## src/pkg/ccr_pkg.sv

```systemverilog
// Functional notes
// - sync nine-bit mode: ninth card clock rising edge samples data line into ninth bit.
// - firmware marks final byte; at its end CRC must equal 0x1D0F, else error.
// - read-only check-code error bit shows any CRC or LRC mismatch.
// - read-only full bit is one while the receive queue holds its maximum.
// - read-only empty bit; it raises no receive interrupt.
// - byte arriving with queue full sets overrun; control read clears; error event raised.
// - while overrun is set every further byte is discarded.
// - parity failure sets parity fault; control read clears; error event raised.
// - received bytes enter the queue; firmware reads them from the data register.
// - control/status register at index 0xFE08, reads 0x04 after reset (empty bit set).
// - receive data register at index 0xFE09, reads zero after reset.
// - card control register at index 0xFE0A, reset value 0x21.
package ccr_pkg;
   // register indices; byte address is four times the index
   localparam logic [15:0] RX_CTL_IDX = 16'hFE08;
   localparam logic [15:0] RX_DATA_IDX = 16'hFE09;
   localparam logic [15:0] CARD_CTL_IDX = 16'hFE0A;
   localparam logic [15:0] RX_MODE_IDX = 16'hFE0B;
   localparam logic [7:0] RX_CTL_RST = 8'h00;
   localparam logic [7:0] RX_DATA_RST = 8'h00;
   localparam logic [7:0] CARD_CTL_RST = 8'h21;
   localparam logic [7:0] RX_MODE_RST = 8'h00;
   // control/status bit positions
   localparam int BIT_NINTH = 7;
   localparam int BIT_FINAL = 5;
   localparam int BIT_CHKERR = 4;
   localparam int BIT_FULL = 3;
   localparam int BIT_EMPTY = 2;
   localparam int BIT_OVR = 1;
   localparam int BIT_PAR = 0;
   // mode register bit positions
   localparam int MODE_SYNC = 0;
   localparam int MODE_NINE = 1;
   localparam int MODE_LRC = 2;
   // check codes
   localparam logic [15:0] CRC_INIT = 16'hFFFF;
   localparam logic [15:0] CRC_POLY = 16'h1021;
   localparam logic [15:0] CRC_GOOD = 16'h1D0F;
   localparam logic [7:0] LRC_GOOD = 8'h00;
   // async character timing in card clocks
   localparam logic [8:0] ETU_CLKS = 9'h174;
   localparam logic [8:0] ETU_HALF = 9'h0BA;
   localparam logic [3:0] ASYNC_LAST_BIT = 4'h9;
   localparam logic [3:0] SYNC_LAST8 = 4'h7;
   localparam logic [3:0] SYNC_LAST9 = 4'h8;
   localparam int RXQ_DEPTH = 8;
   localparam int RXQ_WIDTH = 8;
   localparam logic [1:0] RESP_OKAY = 2'h0;
   localparam logic [1:0] RESP_SLVERR = 2'h2;

   typedef enum logic [1:0] {
      ST_IDLE = 2'b01,
      ST_SHIFT = 2'b10
   } ccr_rx_state_t;

   typedef struct packed {
      logic done;
      logic parity_bad;
      logic [7:0] data;
   } ccr_rx_byte_t;
endpackage
```

## src/hw/ccr_rx.sv

```systemverilog
// Decided for this implementation: register access over AXI4-Lite.
`timescale 1ns/1ps
module ccr_fifo #(
   parameter int W = 8,
   parameter int D = 8
) (
   input wire logic clk, // block clock
   input wire logic rst_sync_b, // synchronised reset
   input wire logic in_valid, // write strobe
   output logic in_ready, // room left
   input wire logic [W-1:0] in_data, // word in
   output logic out_valid, // word waiting
   input wire logic out_ready, // pop strobe
   output logic [W-1:0] out_data // oldest word
);
   localparam int AW = $clog2(D);
   logic [W-1:0] mem [D];
   logic [AW-1:0] wr_ptr;
   logic [AW-1:0] rd_ptr;
   logic [AW:0] count;
   wire push = in_valid & in_ready;
   wire pop = out_valid & out_ready;
   assign in_ready = (count != (AW+1)'(D));
   assign out_valid = (count != '0);
   assign out_data = mem[rd_ptr];

   always_ff @(posedge clk) begin
      if (push) begin
         mem[wr_ptr] <= in_data;
      end
   end

   always_ff @(posedge clk or negedge rst_sync_b) begin
      if (!rst_sync_b) begin
         wr_ptr <= '0;
         rd_ptr <= '0;
         count <= '0;
      end else begin
         if (push) begin
            wr_ptr <= (wr_ptr == AW'(D-1)) ? '0 : wr_ptr + 1'b1;
         end
         if (pop) begin
            rd_ptr <= (rd_ptr == AW'(D-1)) ? '0 : rd_ptr + 1'b1;
         end
         count <= count + (AW+1)'(push) - (AW+1)'(pop);
      end
   end
endmodule

////////////////////////////////////////////////////////////////////////////////
module ccr_rx
   import ccr_pkg::*;
(
   input wire logic clk, // 25 MHz block clock
   input wire logic rst_b, // async reset, active low
   input wire logic card_clk, // card clock, foreign domain
   input wire logic card_io, // card data line, foreign domain
   output logic rx_error_event, // overrun or parity fault pending
   input wire logic [31:0] s_axi_awaddr, // write address
   input wire logic s_axi_awvalid, // write address valid
   output logic s_axi_awready, // write address ready
   input wire logic [31:0] s_axi_wdata, // write data
   input wire logic [3:0] s_axi_wstrb, // write byte enables
   input wire logic s_axi_wvalid, // write data valid
   output logic s_axi_wready, // write data ready
   output logic [1:0] s_axi_bresp, // write response
   output logic s_axi_bvalid, // write response valid
   input wire logic s_axi_bready, // write response ready
   input wire logic [31:0] s_axi_araddr, // read address
   input wire logic s_axi_arvalid, // read address valid
   output logic s_axi_arready, // read address ready
   output logic [31:0] s_axi_rdata, // read data
   output logic [1:0] s_axi_rresp, // read response
   output logic s_axi_rvalid, // read data valid
   input wire logic s_axi_rready // read data ready
);
   function automatic logic [15:0] crc_byte(input logic [15:0] c, input logic [7:0] d);
      logic [15:0] r;
      r = c;
      for (int i = 7; i >= 0; i--) begin
         r = {r[14:0], 1'b0} ^ ((r[15] ^ d[i]) ? CRC_POLY : 16'h0000);
      end
      return r;
   endfunction

   ////////////////////////////////////////////////////////////////////////////
   // reset release and pin synchronisers
   logic [1:0] rst_pipe;
   logic rst_sync_b;
   logic [1:0] clk_pipe;
   logic [1:0] io_pipe;
   logic clk_prev;
   always_ff @(posedge clk or negedge rst_b) begin
      if (!rst_b) begin
         rst_pipe <= 2'h0;
      end else begin
         rst_pipe <= {rst_pipe[0], 1'b1};
      end
   end
   assign rst_sync_b = rst_pipe[1];

   always_ff @(posedge clk or negedge rst_sync_b) begin
      if (!rst_sync_b) begin
         clk_pipe <= 2'h0;
         io_pipe <= 2'h3;
         clk_prev <= 1'b0;
      end else begin
         clk_pipe <= {clk_pipe[0], card_clk};
         io_pipe <= {io_pipe[0], card_io};
         clk_prev <= clk_pipe[1];
      end
   end
   wire card_rise = clk_pipe[1] & ~clk_prev;
   wire io_s = io_pipe[1];

   ////////////////////////////////////////////////////////////////////////////
   // registers
   logic [7:0] card_control;
   logic [7:0] rx_mode;
   logic final_rx_byte_flag;
   logic check_code_error;
   logic rx_overflow;
   logic rx_parity_fault;
   logic ninth_bit_sample;
   logic [15:0] crc_acc;
   logic [7:0] lrc_acc;
   wire sync_mode = rx_mode[MODE_SYNC];
   wire nine_bit_format_select = rx_mode[MODE_NINE];
   wire use_lrc = rx_mode[MODE_LRC];

   ////////////////////////////////////////////////////////////////////////////
   // receiver: sync mode shifts on every card clock rise, async on etu centres
   ccr_rx_state_t state;
   logic [8:0] etu_cnt;
   logic [3:0] bit_idx;
   logic [7:0] shreg;
   logic par_acc;
   ccr_rx_byte_t rx_byte;
   wire [3:0] sync_last = nine_bit_format_select ? SYNC_LAST9 : SYNC_LAST8;
   wire async_sample = card_rise & (etu_cnt == ETU_HALF);
   wire take_bit = sync_mode ? card_rise : async_sample;
   wire last_bit = sync_mode ? (bit_idx == sync_last) : (bit_idx == ASYNC_LAST_BIT);
   wire data_bit = sync_mode ? (bit_idx < 4'h8) : (bit_idx != 4'h0 && bit_idx < 4'h9);
   wire false_start = ~sync_mode & (bit_idx == 4'h0) & io_s;
   wire [7:0] next_shreg = data_bit ? {io_s, shreg[7:1]} : shreg;
   wire next_par = par_acc ^ (sync_mode ? 1'b0 : (io_s & (bit_idx != 4'h0)));

   always_ff @(posedge clk or negedge rst_sync_b) begin
      if (!rst_sync_b) begin
         state <= ST_IDLE;
         etu_cnt <= '0;
         bit_idx <= '0;
         shreg <= RX_DATA_RST;
         par_acc <= 1'b0;
         rx_byte <= '0;
         ninth_bit_sample <= 1'b0;
      end else begin
         rx_byte.done <= 1'b0;
         case (state)
            ST_IDLE: begin
               etu_cnt <= '0;
               bit_idx <= '0;
               par_acc <= 1'b0;
               // async waits for a start bit; sync begins at once
               if (sync_mode || (card_rise && !io_s)) begin
                  state <= ST_SHIFT;
               end
            end
            ST_SHIFT: begin
               if (card_rise) begin
                  etu_cnt <= (etu_cnt == ETU_CLKS - 9'h001) ? '0 : etu_cnt + 9'h001;
               end
               if (take_bit) begin
                  shreg <= next_shreg;
                  par_acc <= next_par;
                  bit_idx <= bit_idx + 4'h1;
                  if (sync_mode && nine_bit_format_select && bit_idx == SYNC_LAST9) begin
                     ninth_bit_sample <= io_s;
                  end
                  if (false_start) begin
                     state <= ST_IDLE;
                  end else if (last_bit) begin
                     rx_byte.done <= 1'b1;
                     rx_byte.data <= next_shreg;
                     rx_byte.parity_bad <= next_par; // even parity over data and parity bit
                     state <= ST_IDLE;
                  end
               end
            end
            default: begin
               state <= ST_IDLE;
            end
         endcase
      end
   end

   ////////////////////////////////////////////////////////////////////////////
   // receive queue
   logic q_in_ready;
   logic q_out_valid;
   logic [7:0] q_out_data;
   logic rd_data_pop;
   // overrun locks the queue so firmware sees which bytes predate it
   wire q_push = rx_byte.done & q_in_ready & ~rx_overflow;
   wire ovr_set = rx_byte.done & ~q_in_ready;
   wire rx_queue_full = ~q_in_ready;
   wire rx_queue_empty = ~q_out_valid;

   ccr_fifo #(.W(RXQ_WIDTH), .D(RXQ_DEPTH)) u_rxq (
      .clk(clk),
      .rst_sync_b(rst_sync_b),
      .in_valid(q_push),
      .in_ready(q_in_ready),
      .in_data(rx_byte.data),
      .out_valid(q_out_valid),
      .out_ready(rd_data_pop),
      .out_data(q_out_data)
   );

   ////////////////////////////////////////////////////////////////////////////
   // check code over every received character, including those dropped by overrun
   wire [15:0] crc_next = crc_byte(crc_acc, rx_byte.data);
   wire [7:0] lrc_next = lrc_acc ^ rx_byte.data;
   wire check_now = rx_byte.done & final_rx_byte_flag;
   wire crc_bad = use_lrc ? (lrc_next != LRC_GOOD) : (crc_next != CRC_GOOD);

   ////////////////////////////////////////////////////////////////////////////
   // axi4-lite slave, one write and one read outstanding
   wire wr_take = s_axi_awvalid & s_axi_wvalid & ~s_axi_bvalid;
   wire rd_take = s_axi_arvalid & ~s_axi_rvalid;
   wire wr_hi_ok = (s_axi_awaddr[31:18] == 14'h0000) & (s_axi_awaddr[1:0] == 2'h0);
   wire rd_hi_ok = (s_axi_araddr[31:18] == 14'h0000) & (s_axi_araddr[1:0] == 2'h0);
   wire wr_ctl = wr_take & wr_hi_ok & (s_axi_awaddr[17:2] == RX_CTL_IDX);
   wire wr_card = wr_take & wr_hi_ok & (s_axi_awaddr[17:2] == CARD_CTL_IDX);
   wire wr_mode = wr_take & wr_hi_ok & (s_axi_awaddr[17:2] == RX_MODE_IDX);
   wire wr_data = wr_take & wr_hi_ok & (s_axi_awaddr[17:2] == RX_DATA_IDX);
   wire wr_hit = wr_ctl | wr_card | wr_mode | wr_data;
   wire lane0 = s_axi_wstrb[0];
   wire rd_ctl = rd_take & rd_hi_ok & (s_axi_araddr[17:2] == RX_CTL_IDX);
   wire rd_data = rd_take & rd_hi_ok & (s_axi_araddr[17:2] == RX_DATA_IDX);
   wire rd_card = rd_take & rd_hi_ok & (s_axi_araddr[17:2] == CARD_CTL_IDX);
   wire rd_mode = rd_take & rd_hi_ok & (s_axi_araddr[17:2] == RX_MODE_IDX);
   wire rd_hit = rd_ctl | rd_data | rd_card | rd_mode;
   assign rd_data_pop = rd_data & q_out_valid;
   wire [7:0] ctl_view = {ninth_bit_sample, 1'b0, final_rx_byte_flag, check_code_error,
                          rx_queue_full, rx_queue_empty, rx_overflow, rx_parity_fault};
   wire [7:0] data_view = q_out_valid ? q_out_data : RX_DATA_RST;
   wire [7:0] rd_sel = rd_ctl ? ctl_view : rd_data ? data_view :
                       rd_card ? card_control : rd_mode ? rx_mode : 8'h00;
   assign s_axi_awready = wr_take;
   assign s_axi_wready = wr_take;
   assign s_axi_arready = rd_take;
   assign rx_error_event = rx_overflow | rx_parity_fault;

   always_ff @(posedge clk or negedge rst_sync_b) begin
      if (!rst_sync_b) begin
         s_axi_bvalid <= 1'b0;
         s_axi_bresp <= RESP_OKAY;
         s_axi_rvalid <= 1'b0;
         s_axi_rresp <= RESP_OKAY;
         s_axi_rdata <= 32'h0000_0000;
      end else begin
         if (wr_take) begin
            s_axi_bvalid <= 1'b1;
            s_axi_bresp <= wr_hit ? RESP_OKAY : RESP_SLVERR;
         end else if (s_axi_bready) begin
            s_axi_bvalid <= 1'b0;
         end
         if (rd_take) begin
            s_axi_rvalid <= 1'b1;
            s_axi_rresp <= rd_hit ? RESP_OKAY : RESP_SLVERR;
            s_axi_rdata <= {24'h000000, rd_sel};
         end else if (s_axi_rready) begin
            s_axi_rvalid <= 1'b0;
         end
      end
   end

   ////////////////////////////////////////////////////////////////////////////
   // flags: a hardware set in the clearing cycle wins
   always_ff @(posedge clk or negedge rst_sync_b) begin
      if (!rst_sync_b) begin
         card_control <= CARD_CTL_RST;
         rx_mode <= RX_MODE_RST;
         final_rx_byte_flag <= RX_CTL_RST[BIT_FINAL];
         check_code_error <= RX_CTL_RST[BIT_CHKERR];
         rx_overflow <= RX_CTL_RST[BIT_OVR];
         rx_parity_fault <= RX_CTL_RST[BIT_PAR];
         crc_acc <= CRC_INIT;
         lrc_acc <= LRC_GOOD;
      end else begin
         if (wr_card && lane0) begin
            card_control <= s_axi_wdata[7:0];
         end
         if (wr_mode && lane0) begin
            rx_mode <= s_axi_wdata[7:0];
         end
         if (wr_ctl && lane0) begin
            final_rx_byte_flag <= s_axi_wdata[BIT_FINAL];
         end else if (check_now) begin
            final_rx_byte_flag <= 1'b0;
         end
         rx_overflow <= ovr_set | (rx_overflow & ~rd_ctl);
         rx_parity_fault <= (rx_byte.done & rx_byte.parity_bad) | (rx_parity_fault & ~rd_ctl);
         check_code_error <= (check_now & crc_bad) | (check_code_error & ~rd_ctl);
         // accumulators restart after each message or on a mode register write with byte lane 0 enabled
         if ((wr_mode && lane0) || check_now) begin
            crc_acc <= CRC_INIT;
            lrc_acc <= LRC_GOOD;
         end else if (rx_byte.done) begin
            crc_acc <= crc_next;
            lrc_acc <= lrc_next;
         end
      end
   end
endmodule

```

## config.mk

```make
export PLATFORM = sky130hd
export DESIGN_NAME = ccr_rx
export DESIGN_NICKNAME = d
export VERILOG_FILES = /design/src/pkg/ccr_pkg.sv /design/src/hw/ccr_rx.sv
export SDC_FILE = /design/constraint.sdc
export NUM_CORES = 1
export LEC_CHECK = 0
export ABC_AREA = 1
export ABC_CLOCK_PERIOD_IN_PS = 10050
export CAP_MARGIN = 20
export CORE_UTILIZATION = 52
export CTS_BUF_LIST = sky130_fd_sc_hd__clkbuf_4 sky130_fd_sc_hd__clkbuf_8
export CTS_CLUSTER_SIZE = 24
export DETAILED_ROUTE_END_ITERATION = 7
export DONT_BUFFER_PORTS = 1
export GPL_TIMING_DRIVEN = 0
export HOLD_SLACK_MARGIN = 0.03
export PLACE_DENSITY = 0.68
export SYNTH_ARGS = -nofsm -noshare
export SYNTH_HDL_FRONTEND = slang
export SYNTH_SLANG_ARGS = --single-unit
```

## constraint.sdc

```tcl
create_clock -name clk -period 10.05 [get_ports clk]
set_clock_uncertainty 0.05 [all_clocks]
set_input_delay 0.5025 -clock clk [delete_from_list [all_inputs] [get_ports clk]]
set_output_delay 0.5025 -clock clk [all_outputs]
set_load 0.1 [all_outputs]
```

# [After elaboration in Yosys (flattened, before gate mapping)]
# Memories as Yosys holds them, arrays and structs flattened.
# Index checks and enable logic that the tools add are counted.
[classes] addsub=6 order_cmp=2 eq_ne=23 muxes=52 bitwise=69 reduce_logical=29
[ops] cell="$eq A16 B16 Y1 const B" n=8
[ops] cell="$xor A16 B13 Y16" n=8
[ops] cell="$mux W13" n=8
[ops] cell="$mux W8" n=8
[ops] cell="$mux W10" n=4
[ops] cell="$and A1 B1 Y1" n=32
[ops] cell="$mux W16" n=2
[ops] cell="$logic_not A14 Y1" n=2
[ops] cell="$mux W9" n=2
[ops] cell="$pmux W9 S2" n=1
[ops] cell="$ne A16 B13 Y1 const B" n=1
[ops] cell="$mux W1" n=14
[ops] cell="$mux W2" n=6
[ops] cell="$or A1 B1 Y1" n=10
[ops] cell="$reduce_bool A2 Y1" n=5
[ops] cell="$add A9 B1 Y9 const B" n=1
[ops] cell="$eq A9 B8 Y1 const B" n=1
[ops] cell="$eq A9 B9 Y1 const B" n=1
[ops] cell="$not A1 Y1" n=9
[ops] cell="$xor A1 B1 Y1" n=9
[ops] cell="$eq A4 B4 Y1 const B" n=2
[ops] cell="$lt A4 B4 Y1 const B" n=2
[ops] cell="$mux W4" n=2
[ops] cell="$pmux W4 S2" n=1
[ops] cell="other kinds (25)" n=42
[totals] ff_bits=110 mem_bits_rw=64 input_bits=109 output_inout_bits=42 word_cells=211 memories=1
[memory_table] memory="u_rxq.mem" depth=8 word_bits=8 read_ports=1 rd_ports_with_merged_regs=0 wr=1 line="ccr_rx.sv:17" text="logic [W-1:0] mem [D];"

# [Depth between registers and ports, before layout]
# Gate-level depths: netlist (run 1).
[logic_depth] ltp_word=28 mapped_depth=13 depth_no_buf=13

# [Modules after synthesis]
# Synthesis (run 1) repeated with hierarchy kept, for this count alone.
[unflattened] hier_cells=1116 hier_area_um2=9236.4
[by_module_without_submodules] mod="ccr_rx" instances=1 cells_each=767 area_each_um2=5779.3 seq_area_each_um2=2478.6
[by_module_without_submodules] mod="ccr_fifo" instances=1 cells_each=349 area_each_um2=3457.1 seq_area_each_um2=2172.1

# [Worst setup path after synthesis (run 1)]
# Ideal clock, no wire load.
[synth_path] kind="reg-to-reg" startpoint="register s_axi_rvalid" endpoint="register u_rxq.count[2]" setup_ns=0.123 arrival_ns=2.789 required_time_ns=9.877 slack_ns=7.088 stages_incl_launch_ff=14 n_path_buf=0 period_less_slack_ns=2.962 path_cell_list="dfrtp_1 > inv_1 > nand2_1 > nor2_1 > nand3_1 > inv_1 > nand4_1 > inv_1 > ha_1 > inv_1 > ha_1 > inv_1 > fa_1 > xnor2_1"
[synth_between] elab_chain_cells=7
[synth_rtl] element="start, declared" line="ccr_rx.sv:74" text="output logic s_axi_rvalid,"
[synth_rtl] element="start signal, assigned" line="ccr_rx.sv:259" text="s_axi_rvalid <= 1'b0;"
[synth_rtl] element="start signal, assigned" line="ccr_rx.sv:270" text="s_axi_rvalid <= 1'b1;"
[synth_rtl] element="start signal, assigned" line="ccr_rx.sv:274" text="s_axi_rvalid <= 1'b0;"
[synth_rtl] element="$not A1 Y1" line="ccr_rx.sv:230" text="wire rd_take = s_axi_arvalid & ~s_axi_rvalid;"
[synth_rtl] element="$and A1 B1 Y1" line="ccr_rx.sv:230"
[synth_rtl] element="$and A1 B1 Y1 (2 in a row)" line="ccr_rx.sv:240" text="wire rd_data = rd_take & rd_hi_ok & (s_axi_araddr[17:2] == RX_DATA_IDX);"
[synth_rtl] element="$and A1 B1 Y1" line="ccr_rx.sv:244" text="assign rd_data_pop = rd_data & q_out_valid;"
[synth_rtl] element="$and A1 B1 Y1" line="ccr_rx.sv:22" text="wire pop = out_valid & out_ready;"
[synth_rtl] element="named net u_rxq.pop" line="ccr_rx.sv:22"
[synth_rtl] element="$sub A4 B1 Y4" line="ccr_rx.sv:45" text="count <= count + (AW+1)'(push) - (AW+1)'(pop);"
[synth_rtl] element="end signal, assigned" line="ccr_rx.sv:45"
[synth_rtl] element="end, declared" line="ccr_rx.sv:20" text="logic [AW:0] count;"
# The timed path passes the listed nets, and every way through them passes these cells.
# A chain may end at the register's enable or synchronous reset.

# [Final worst setup path (run 1)]
# Ends and elaborated chain as after synthesis.

==> impl_results.md, run 1 <==
- Maxcap violations: 0
- Syn-to-layout area delta: 9.049%
- Die H: 133.9 um
- Synth warn: 0
- CTS clk-pin slew, worst paths: 0.09 ns
- Power density cells: 158.4 nW/um^2
- Layout cells sized above 1: 11.74%
- Critical Path RT: 10.35 ns
- Data arrival, critical path: 3.67 ns
- Mapped Area: 9042 sq um
- Fillcell total: 1,539
- Fraction of registers with async set/reset: 62.79%
- Most used cell, CP: inv_1
- Chip Width: 133.9 um
- Clk Latency, worst-skew pair: 0.47 ns
- Die Footprint: 17,920 sq um
- Ports: 151
- TritonCTS buffer count: 17
- Setup CP Type: flop to flop
- WL per Instance: 15.28 um
- Max transition margin: 35.18%
- Tcrit/Tclk final: 33.52%
- Drt initial violations: 554
- Worst Hold Class: input pin to flop
- Average cell area after synthesis: 8.435 sq um
- Number of diodes: 0
- Largest net degree at the start of global routing: 57
- Post-Syn Instances: 1,072
- Ys flop type: dfrtp_1
- Core area: 16,760 sq um
- CP delay by family, top: flip-flops
- Buf+Inv Stages, Crit Path: 5
- TritonCTS clock tree: done
- Post-synthesis sequential area ratio: 51.43%
- DP HPWL: 15,040 um
- Setup slack at placement: 6.708 ns
- #FFs+latches synth: 172
- Vias in the first global route: 6,505
- CP max stage delay: 0.94 ns
- DRC Markers: 0
- Startpoint types: flop
- Final setup vio count: 0
- Setup TNS: 0 ns
- Clock Tree Buf Depth: 2
- Fin worst setup slack: 6.681 ns
- Tightest Pin Transition: 0.9723 ns
- CTS Hold Bufs: 3
- CP endpoint kind: flop
- CTS root buf: clkbuf_8
- Row count: 47
- Post-CTS sizing: 0
- Sink Count: 172
- Status: complete, no violations
- GRT Overall Usage: 24.54%
- Routed Antenna Nets: 0
- Grt total ovfl: 0
- Starting Density: 53.95%
- Setup bufs post-CTS: 0
- LEAKAGE: 4.586 nW
- Final-report max-slew violation count: 0
- DR pass1 iterations: 6
- Htree depth: 4
- Library cells used by synthesis: 44
- Worst path slowest cell: dfrtp_1
- Nets: 1,246
- WL final: 20,670 um
- Achievable frequency: 0.2968 GHz
- Worst-path fanout max: 7
- Endpoints failing hold: 0
- Initial antenna violation count: 0
- First-pass GRT wire length: 33,020 um
- Final Critical Period: 3.369 ns
- Via total after detailed routing: 7,101
- Max VDD drop: 0.08721 mV
- RSZ-0062 raised after global routing: no
- CP cell instances: inv_1 > nand2_1 > nor2_1 > nand3_1 > inv_1 > nand4_1 > inv_1 > ha_1 > inv_1 > ha_1 > inv_1 > fa_1 > xnor2_1
- # port buffers: 0
- GPL Wtd Cong: 0.8480
- Routed vias/inst: 5.248
- Post-synth EDFFs: 64
metrics by stage:
step,util (%),instance area [sq um],cells,hold WS (ns),total power [mW]
CTS,58.84,9861,1353,0.04664,1.572
detailed placement,56.34,9443,1318,0.1570,1.092
global placement,56.16,9412,1317,0.1570,1.087
floorplan,-,9136,1097,0.1569,1.041
global route,58.84,9861,1353,0.05053,1.633
finish,58.84,9861,1353,0.07143,1.562
power breakdown:
part           total (mW)  leakage, nW  switching (mW)  internal, mW
Combinational       0.257         2.63           0.181        0.0763
Sequential          0.825         1.76          0.0567         0.768
Clock               0.480        0.199           0.268         0.212
cells in the mapped netlist (3+ instances only):
master    number  area [sq um]
a21oi_1       28         140.1
buf_2          6         30.03
buf_4         30         225.2
buf_6          8         90.09
clkbuf_1       8         30.03
clkinv_1       3         11.26
dfrtp_1       87          2177
dfstp_2       21         551.8
edfxtp_1      64          1922
ha_1          16         200.2
inv_1        126         473.0
inv_2          4         15.01
nand2_1      275          1032
nand3_1       86         430.4
nand3_2        5         50.05
nand3b_1       9         67.56
nand4_1       21         131.4
nor2_1       117         439.2
nor2_2         6         37.54
nor2_4         4         45.04
nor3_1         9         45.04
nor3_2         3         30.03
nor3_4         3         48.80
o21ai_0       72         360.4
o21ai_1       16         80.08
o21ai_2        4         35.03
o22ai_1        5         31.28
xnor2_1        8         70.07
xor2_1        10         87.58
final cells by class:
| cell class | instances | area, sq um | area share (%) |
|---|---|---|---|
| clock buffers | 19 | 255.2 | 2.589 |
| clock inverters | 13 | 132.6 | 1.345 |
| plain buffers | 54 | 382.9 | 3.883 |
| inverters | 133 | 499.2 | 5.063 |
| well taps | 220 | 275.3 | 2.792 |
| flip-flops and latches | 172 | 4654 | 47.20 |
| repair buffers | 4 | 57.56 | 0.5837 |
| multi-input cells | 738 | 3603 | 36.54 |
worst reg2reg max path, stage by stage, from the launching register on:
cell,delay (ns)
dfrtp_1,0.94
inv_1,0.13
nand2_1,0.46
nor2_1,0.11
nand3_1,0.14
inv_1,0.08
nand4_1,0.07
inv_1,0.12
ha_1,0.31
inv_1,0.05
ha_1,0.18
inv_1,0.07
fa_1,0.41
xnor2_1,0.14
cells by family after synthesis:
family	Yosys count	synth area share (%)
AND/OR/NAND/NOR	545	26.87
buffers and inverters	187	9.755
flip-flops	172	51.43
AO/OA/AOI/OAI	131	7.680
XOR/XNOR	18	1.743
adder cells (fa/ha/maj)	17	2.435
other	2	0.08305
final timing paths:
kind | slack [ns] | depth (start not counted) | end | startpoint
hold reg to reg | 0.31 | 0 | rst_pipe[1] | rst_pipe[0]
setup reg to reg | 6.68 | 13 | u_rxq.count[2] | s_axi_rvalid
min in group asynchronous | 0.22 | 1 | rst_pipe[0] | rst_b
max in group asynchronous | 8.79 | 1 | state[0] | rst_pipe[1]
hold / removal | 0.07 | 1 | s_axi_bvalid | s_axi_bready
setup / recovery | 6.68 | 13 | u_rxq.count[2] | s_axi_rvalid
routing by layer:
metal | part of all wire (%) | global-route usage [%] | vias up
met5 | 0 | 0 | -
met1 | 43 | 31.87 | 3325
met4 | 1.9 | 7.576 | 0
met3 | 5.9 | 4.913 | 29
met2 | 49 | 41.39 | 243
li1 | - | - | 3504
flip-flops by register name, indices dropped and copies added, names as in the netlist, 3 cells and up:
register / cells
bit_idx: 4
crc_acc: 16
rx_mode: 8
u_rxq.count: 4
s_axi_rdata: 8
card_control: 8
etu_cnt: 9
rx_byte: 10
u_rxq.mem: 64
lrc_acc: 8
shreg: 8
u_rxq.wr_ptr: 3
u_rxq.rd_ptr: 3
cell usage in the layout, fill, tap and decap left out, types with 5 or more instances in the layout:
cell      Yosys  final
dfstp_2      21     21
buf_4        30     30
dfrtp_1      87     86
nor3_1        9      9
inv_1       126    126
xor2_1       10     10
conb_1        2     27
clkbuf_1      8      8
clkbuf_8      0     18
nand2_1     275    275
ha_1         16     16
a21oi_1      28     28
edfxtp_1     64     64
o21ai_0      72     72
buf_6         8      8
xnor2_1       8      8
nand3b_1      9      9
o21ai_1      16     16
nand3_2       5      5
buf_2         6      6
o22ai_1       5      5
nor2_1      117    117
nand4_1      21     21
nor2_2        6      6
nand3_1      86     86
(Power assumes the default switching activity.)
==> run 2, diff against run 1 <==
--- a/config.mk
+++ b/config.mk
@@ -6,7 +6,7 @@
 export NUM_CORES = 1
 export LEC_CHECK = 0
 export ABC_AREA = 1
-export ABC_CLOCK_PERIOD_IN_PS = 10050
+export ABC_CLOCK_PERIOD_IN_PS = 3180
 export CAP_MARGIN = 20
 export CORE_UTILIZATION = 52
 export CTS_BUF_LIST = sky130_fd_sc_hd__clkbuf_4 sky130_fd_sc_hd__clkbuf_8
==> constraint.sdc (replaced) <==
create_clock -name clk -period 3.18 [get_ports clk]
set_clock_uncertainty 0.05 [all_clocks]
set_input_delay 0.159 -clock clk [delete_from_list [all_inputs] [get_ports clk]]
set_output_delay 0.159 -clock clk [all_outputs]
set_load 0.1 [all_outputs]
==> run 2 against run 1 <==
Against the previous run:
- global-route usage down 0.25 points
- final cell count grew 1.6%
- total power grew to 3.2 times the previous value
- largest power group unchanged
- worst hold slack worse by 0.0054 ns
- routed wire length decreased by 0.38%
- highest routed layer unchanged
- via count decreased by 0.48%
- sequential share of layout area fell by 1.1 points
- first-iteration DRC count grew 2.2%
- register-to-register slack worse by 6.4 ns
- sequential cell count unchanged
- design area up 2.4%
- sequential power rose to 3.2 times the previous value
==> impl_results.md, run 2 (synthesis results as in run 1) <==
- TritonCTS clock tree: done
- Routed vias/inst: 5.143 (-2.0%)
- Htree depth: 4 (unchanged)
- Syn-to-layout area delta: 11.65%
- Gr busiest metal: met2
- Biggest regs: u_rxq.mem: 64 flops, crc_acc: 16 flops, rx_byte: 10 flops
- # port buffers: 0 (unchanged)
- Die H: 133.9 um (unchanged)
- GRT Overall Usage: 24.30% (-0.25 points)
- Most flops, register: u_rxq.mem
- Critical Path RT: 3.48 ns (-6.87 ns)
- Die Footprint: 17,920 sq um (unchanged)
- DP HPWL: 14,920 um (-0.78%)
- WL final: 20,590 um (-0.38%)
- Clk Latency, worst-skew pair: 0.46 ns (about the same)
- Endpoints failing hold: 0 (unchanged)
- Clock Tree Buf Depth: 2 (unchanged)
- Final setup vio count: 0 (unchanged)
- Sink Count: 172 (unchanged)
- Tcrit/Tclk final: 91.14% (+58 points)
- Initial antenna violation count: 0 (unchanged)
- Setup bufs post-CTS: 0 (unchanged)
- Routed Antenna Nets: 0 (unchanged)
- Tightest Pin Transition: 0.9820 ns (+0.009630 ns)
- Commonest non-fill, non-tap cell in the layout: nand2_1
- Max VDD drop: 0.3263 mV (+270%)
- Number of diodes: 0 (unchanged)
- Ports: 151 (unchanged)
- Final Critical Period: 2.898 ns (-0.4710 ns)
- Nets: 1,267 (+1.7%)
- Worst Hold Class: input pin to flop
- Setup TNS: 0 ns (unchanged)
- Maxcap violations: 0 (unchanged)
- Status: complete, no violations
- Startpoint types: flop
- Data arrival, critical path: 3.20 ns (-0.47 ns)
- Met1 usage: 31.38% (-0.48 points)
- CTS root buf: clkbuf_8
- Final-report max-slew violation count: 0 (unchanged)
- Grt total ovfl: 0 (unchanged)
- Chip Width: 133.9 um (unchanged)
- Starting Density: 53.95% (unchanged)
- Met2 Usage GRT: 40.88% (-0.52 points)
- Via total after detailed routing: 7,067 (-0.48%)
- GPL Wtd Cong: 0.9033 (+6.5%)
- Vias in the first global route: 6,578 (+1.1%)
- Power density cells: 497.6 nW/um^2 (+210%)
- Row count: 47 (unchanged)
- DRC Markers: 0 (unchanged)
- Setup CP Type: flop to flop
- Achievable frequency: 0.3451 GHz (+16%)
- CP endpoint kind: flop
- Core area: 16,760 sq um (unchanged)
- WHS: 0.06600 ns (-0.005431 ns)
- WL per Instance: 14.99 um (-1.9%)
- RSZ-0062 raised after global routing: no
- Max transition margin: 34.38% (-0.80 points)
- Max reg flops: 64 (unchanged)
- TritonCTS buffer count: 17 (unchanged)
- Layout cells sized above 1: 11.70% (-0.040 points)
- Drt initial violations: 566 (+2.2%)
- First-pass GRT wire length: 33,030 um (about the same)
- Largest net degree at the start of global routing: 67 (+18%)
- DR pass1 iterations: 6 (unchanged)
- Most frequent cells in the layout: nand2_1 (274), inv_1 (126), nor2_1 (117), nand3_1 (86), dfrtp_1 (85)
- CTS clk-pin slew, worst paths: 0.09 ns (about the same)
- LEAKAGE: 4.696 nW (+2.4%)
- Worst-path fanout max: 7 (unchanged)
- GR met3 Demand/Resource: 4.800% (-0.11 points)
-- run 2: final timing paths --
check                                      from        endpoint  slack [ns]  cells after the start
min in group asynchronous           rst_pipe[1]     clk_pipe[0]        0.27                      0
max in group asynchronous           rst_pipe[1]    s_axi_rvalid        2.07                      1
worst min register to register      rst_pipe[1]     clk_pipe[0]        0.27                      0
worst min-delay path            s_axi_araddr[0]  s_axi_rdata[4]        0.07                      5
worst max register to register     s_axi_rvalid  u_rxq.count[2]        0.28                     13
worst max-delay path               s_axi_rvalid  u_rxq.count[2]        0.28                     13
-- run 2: worst max-delay path: stages (launching register included) --
cell and delay [ns]:
dfrtp_2 0.61, inv_1 0.15, nand2_2 0.20, nor2_1 0.16
nand3_1 0.12, inv_1 0.11, nand4_1 0.08, inv_1 0.20
ha_1 0.27, inv_1 0.06, ha_1 0.17, inv_1 0.06
fa_1 0.41, xnor2_1 0.14
-- run 2: area by class of cell --
type	instances	area [sq um]
Timing Repair Buffer	25	267.8
Multi-Input combinational cell	738	3606
Fill cell	1488	6664
Buffer	54	382.9
Tap cell	220	275.3
Clock buffer	21	276.5
Sequential cell	172	4656
Inverter	133	499.2
Clock inverter	11	132.6
-- run 2: power by group --
| part | total (mW) | internal, mW | switching (mW) |
|---|---|---|---|
| Clock | 1.58 | 0.771 | 0.812 |
| Combinational | 0.839 | 0.261 | 0.578 |
| Sequential | 2.60 | 2.43 | 0.175 |
| Total | 5.02 | 3.46 | 1.56 |
-- run 2: repair_timing --
action,in CTS,in global routing
hold endpoints to repair,29,0
resized for setup,1,1
setup endpoints to repair,2,2
hold buffers,24,0
-- run 2: per-layer routing --
metal / vias up / wire, um
li1: 3562 / -
met1: 3256 / 9014
met2: 226 / 10120
met3: 23 / 1121
met4: 0 / 340
met5: - / 0
-- run 2: stage by stage --
stage | cell area, sq um | utilization [%] | setup WS, ns | cells | total power, mW
detailed placement | 9443 | 56.34 | -0.1360 | 1318 | 3.453
floorplan | 9138 | - | 0.2182 | 1097 | 3.291
CTS | 10090 | 60.22 | 0.1234 | 1374 | 5.048
global route | 10100 | 60.24 | 0.08438 | 1374 | 5.266
finish | 10100 | 60.24 | 0.2819 | 1374 | 5.024
global placement | 9413 | 56.16 | -0.1073 | 1317 | 3.435
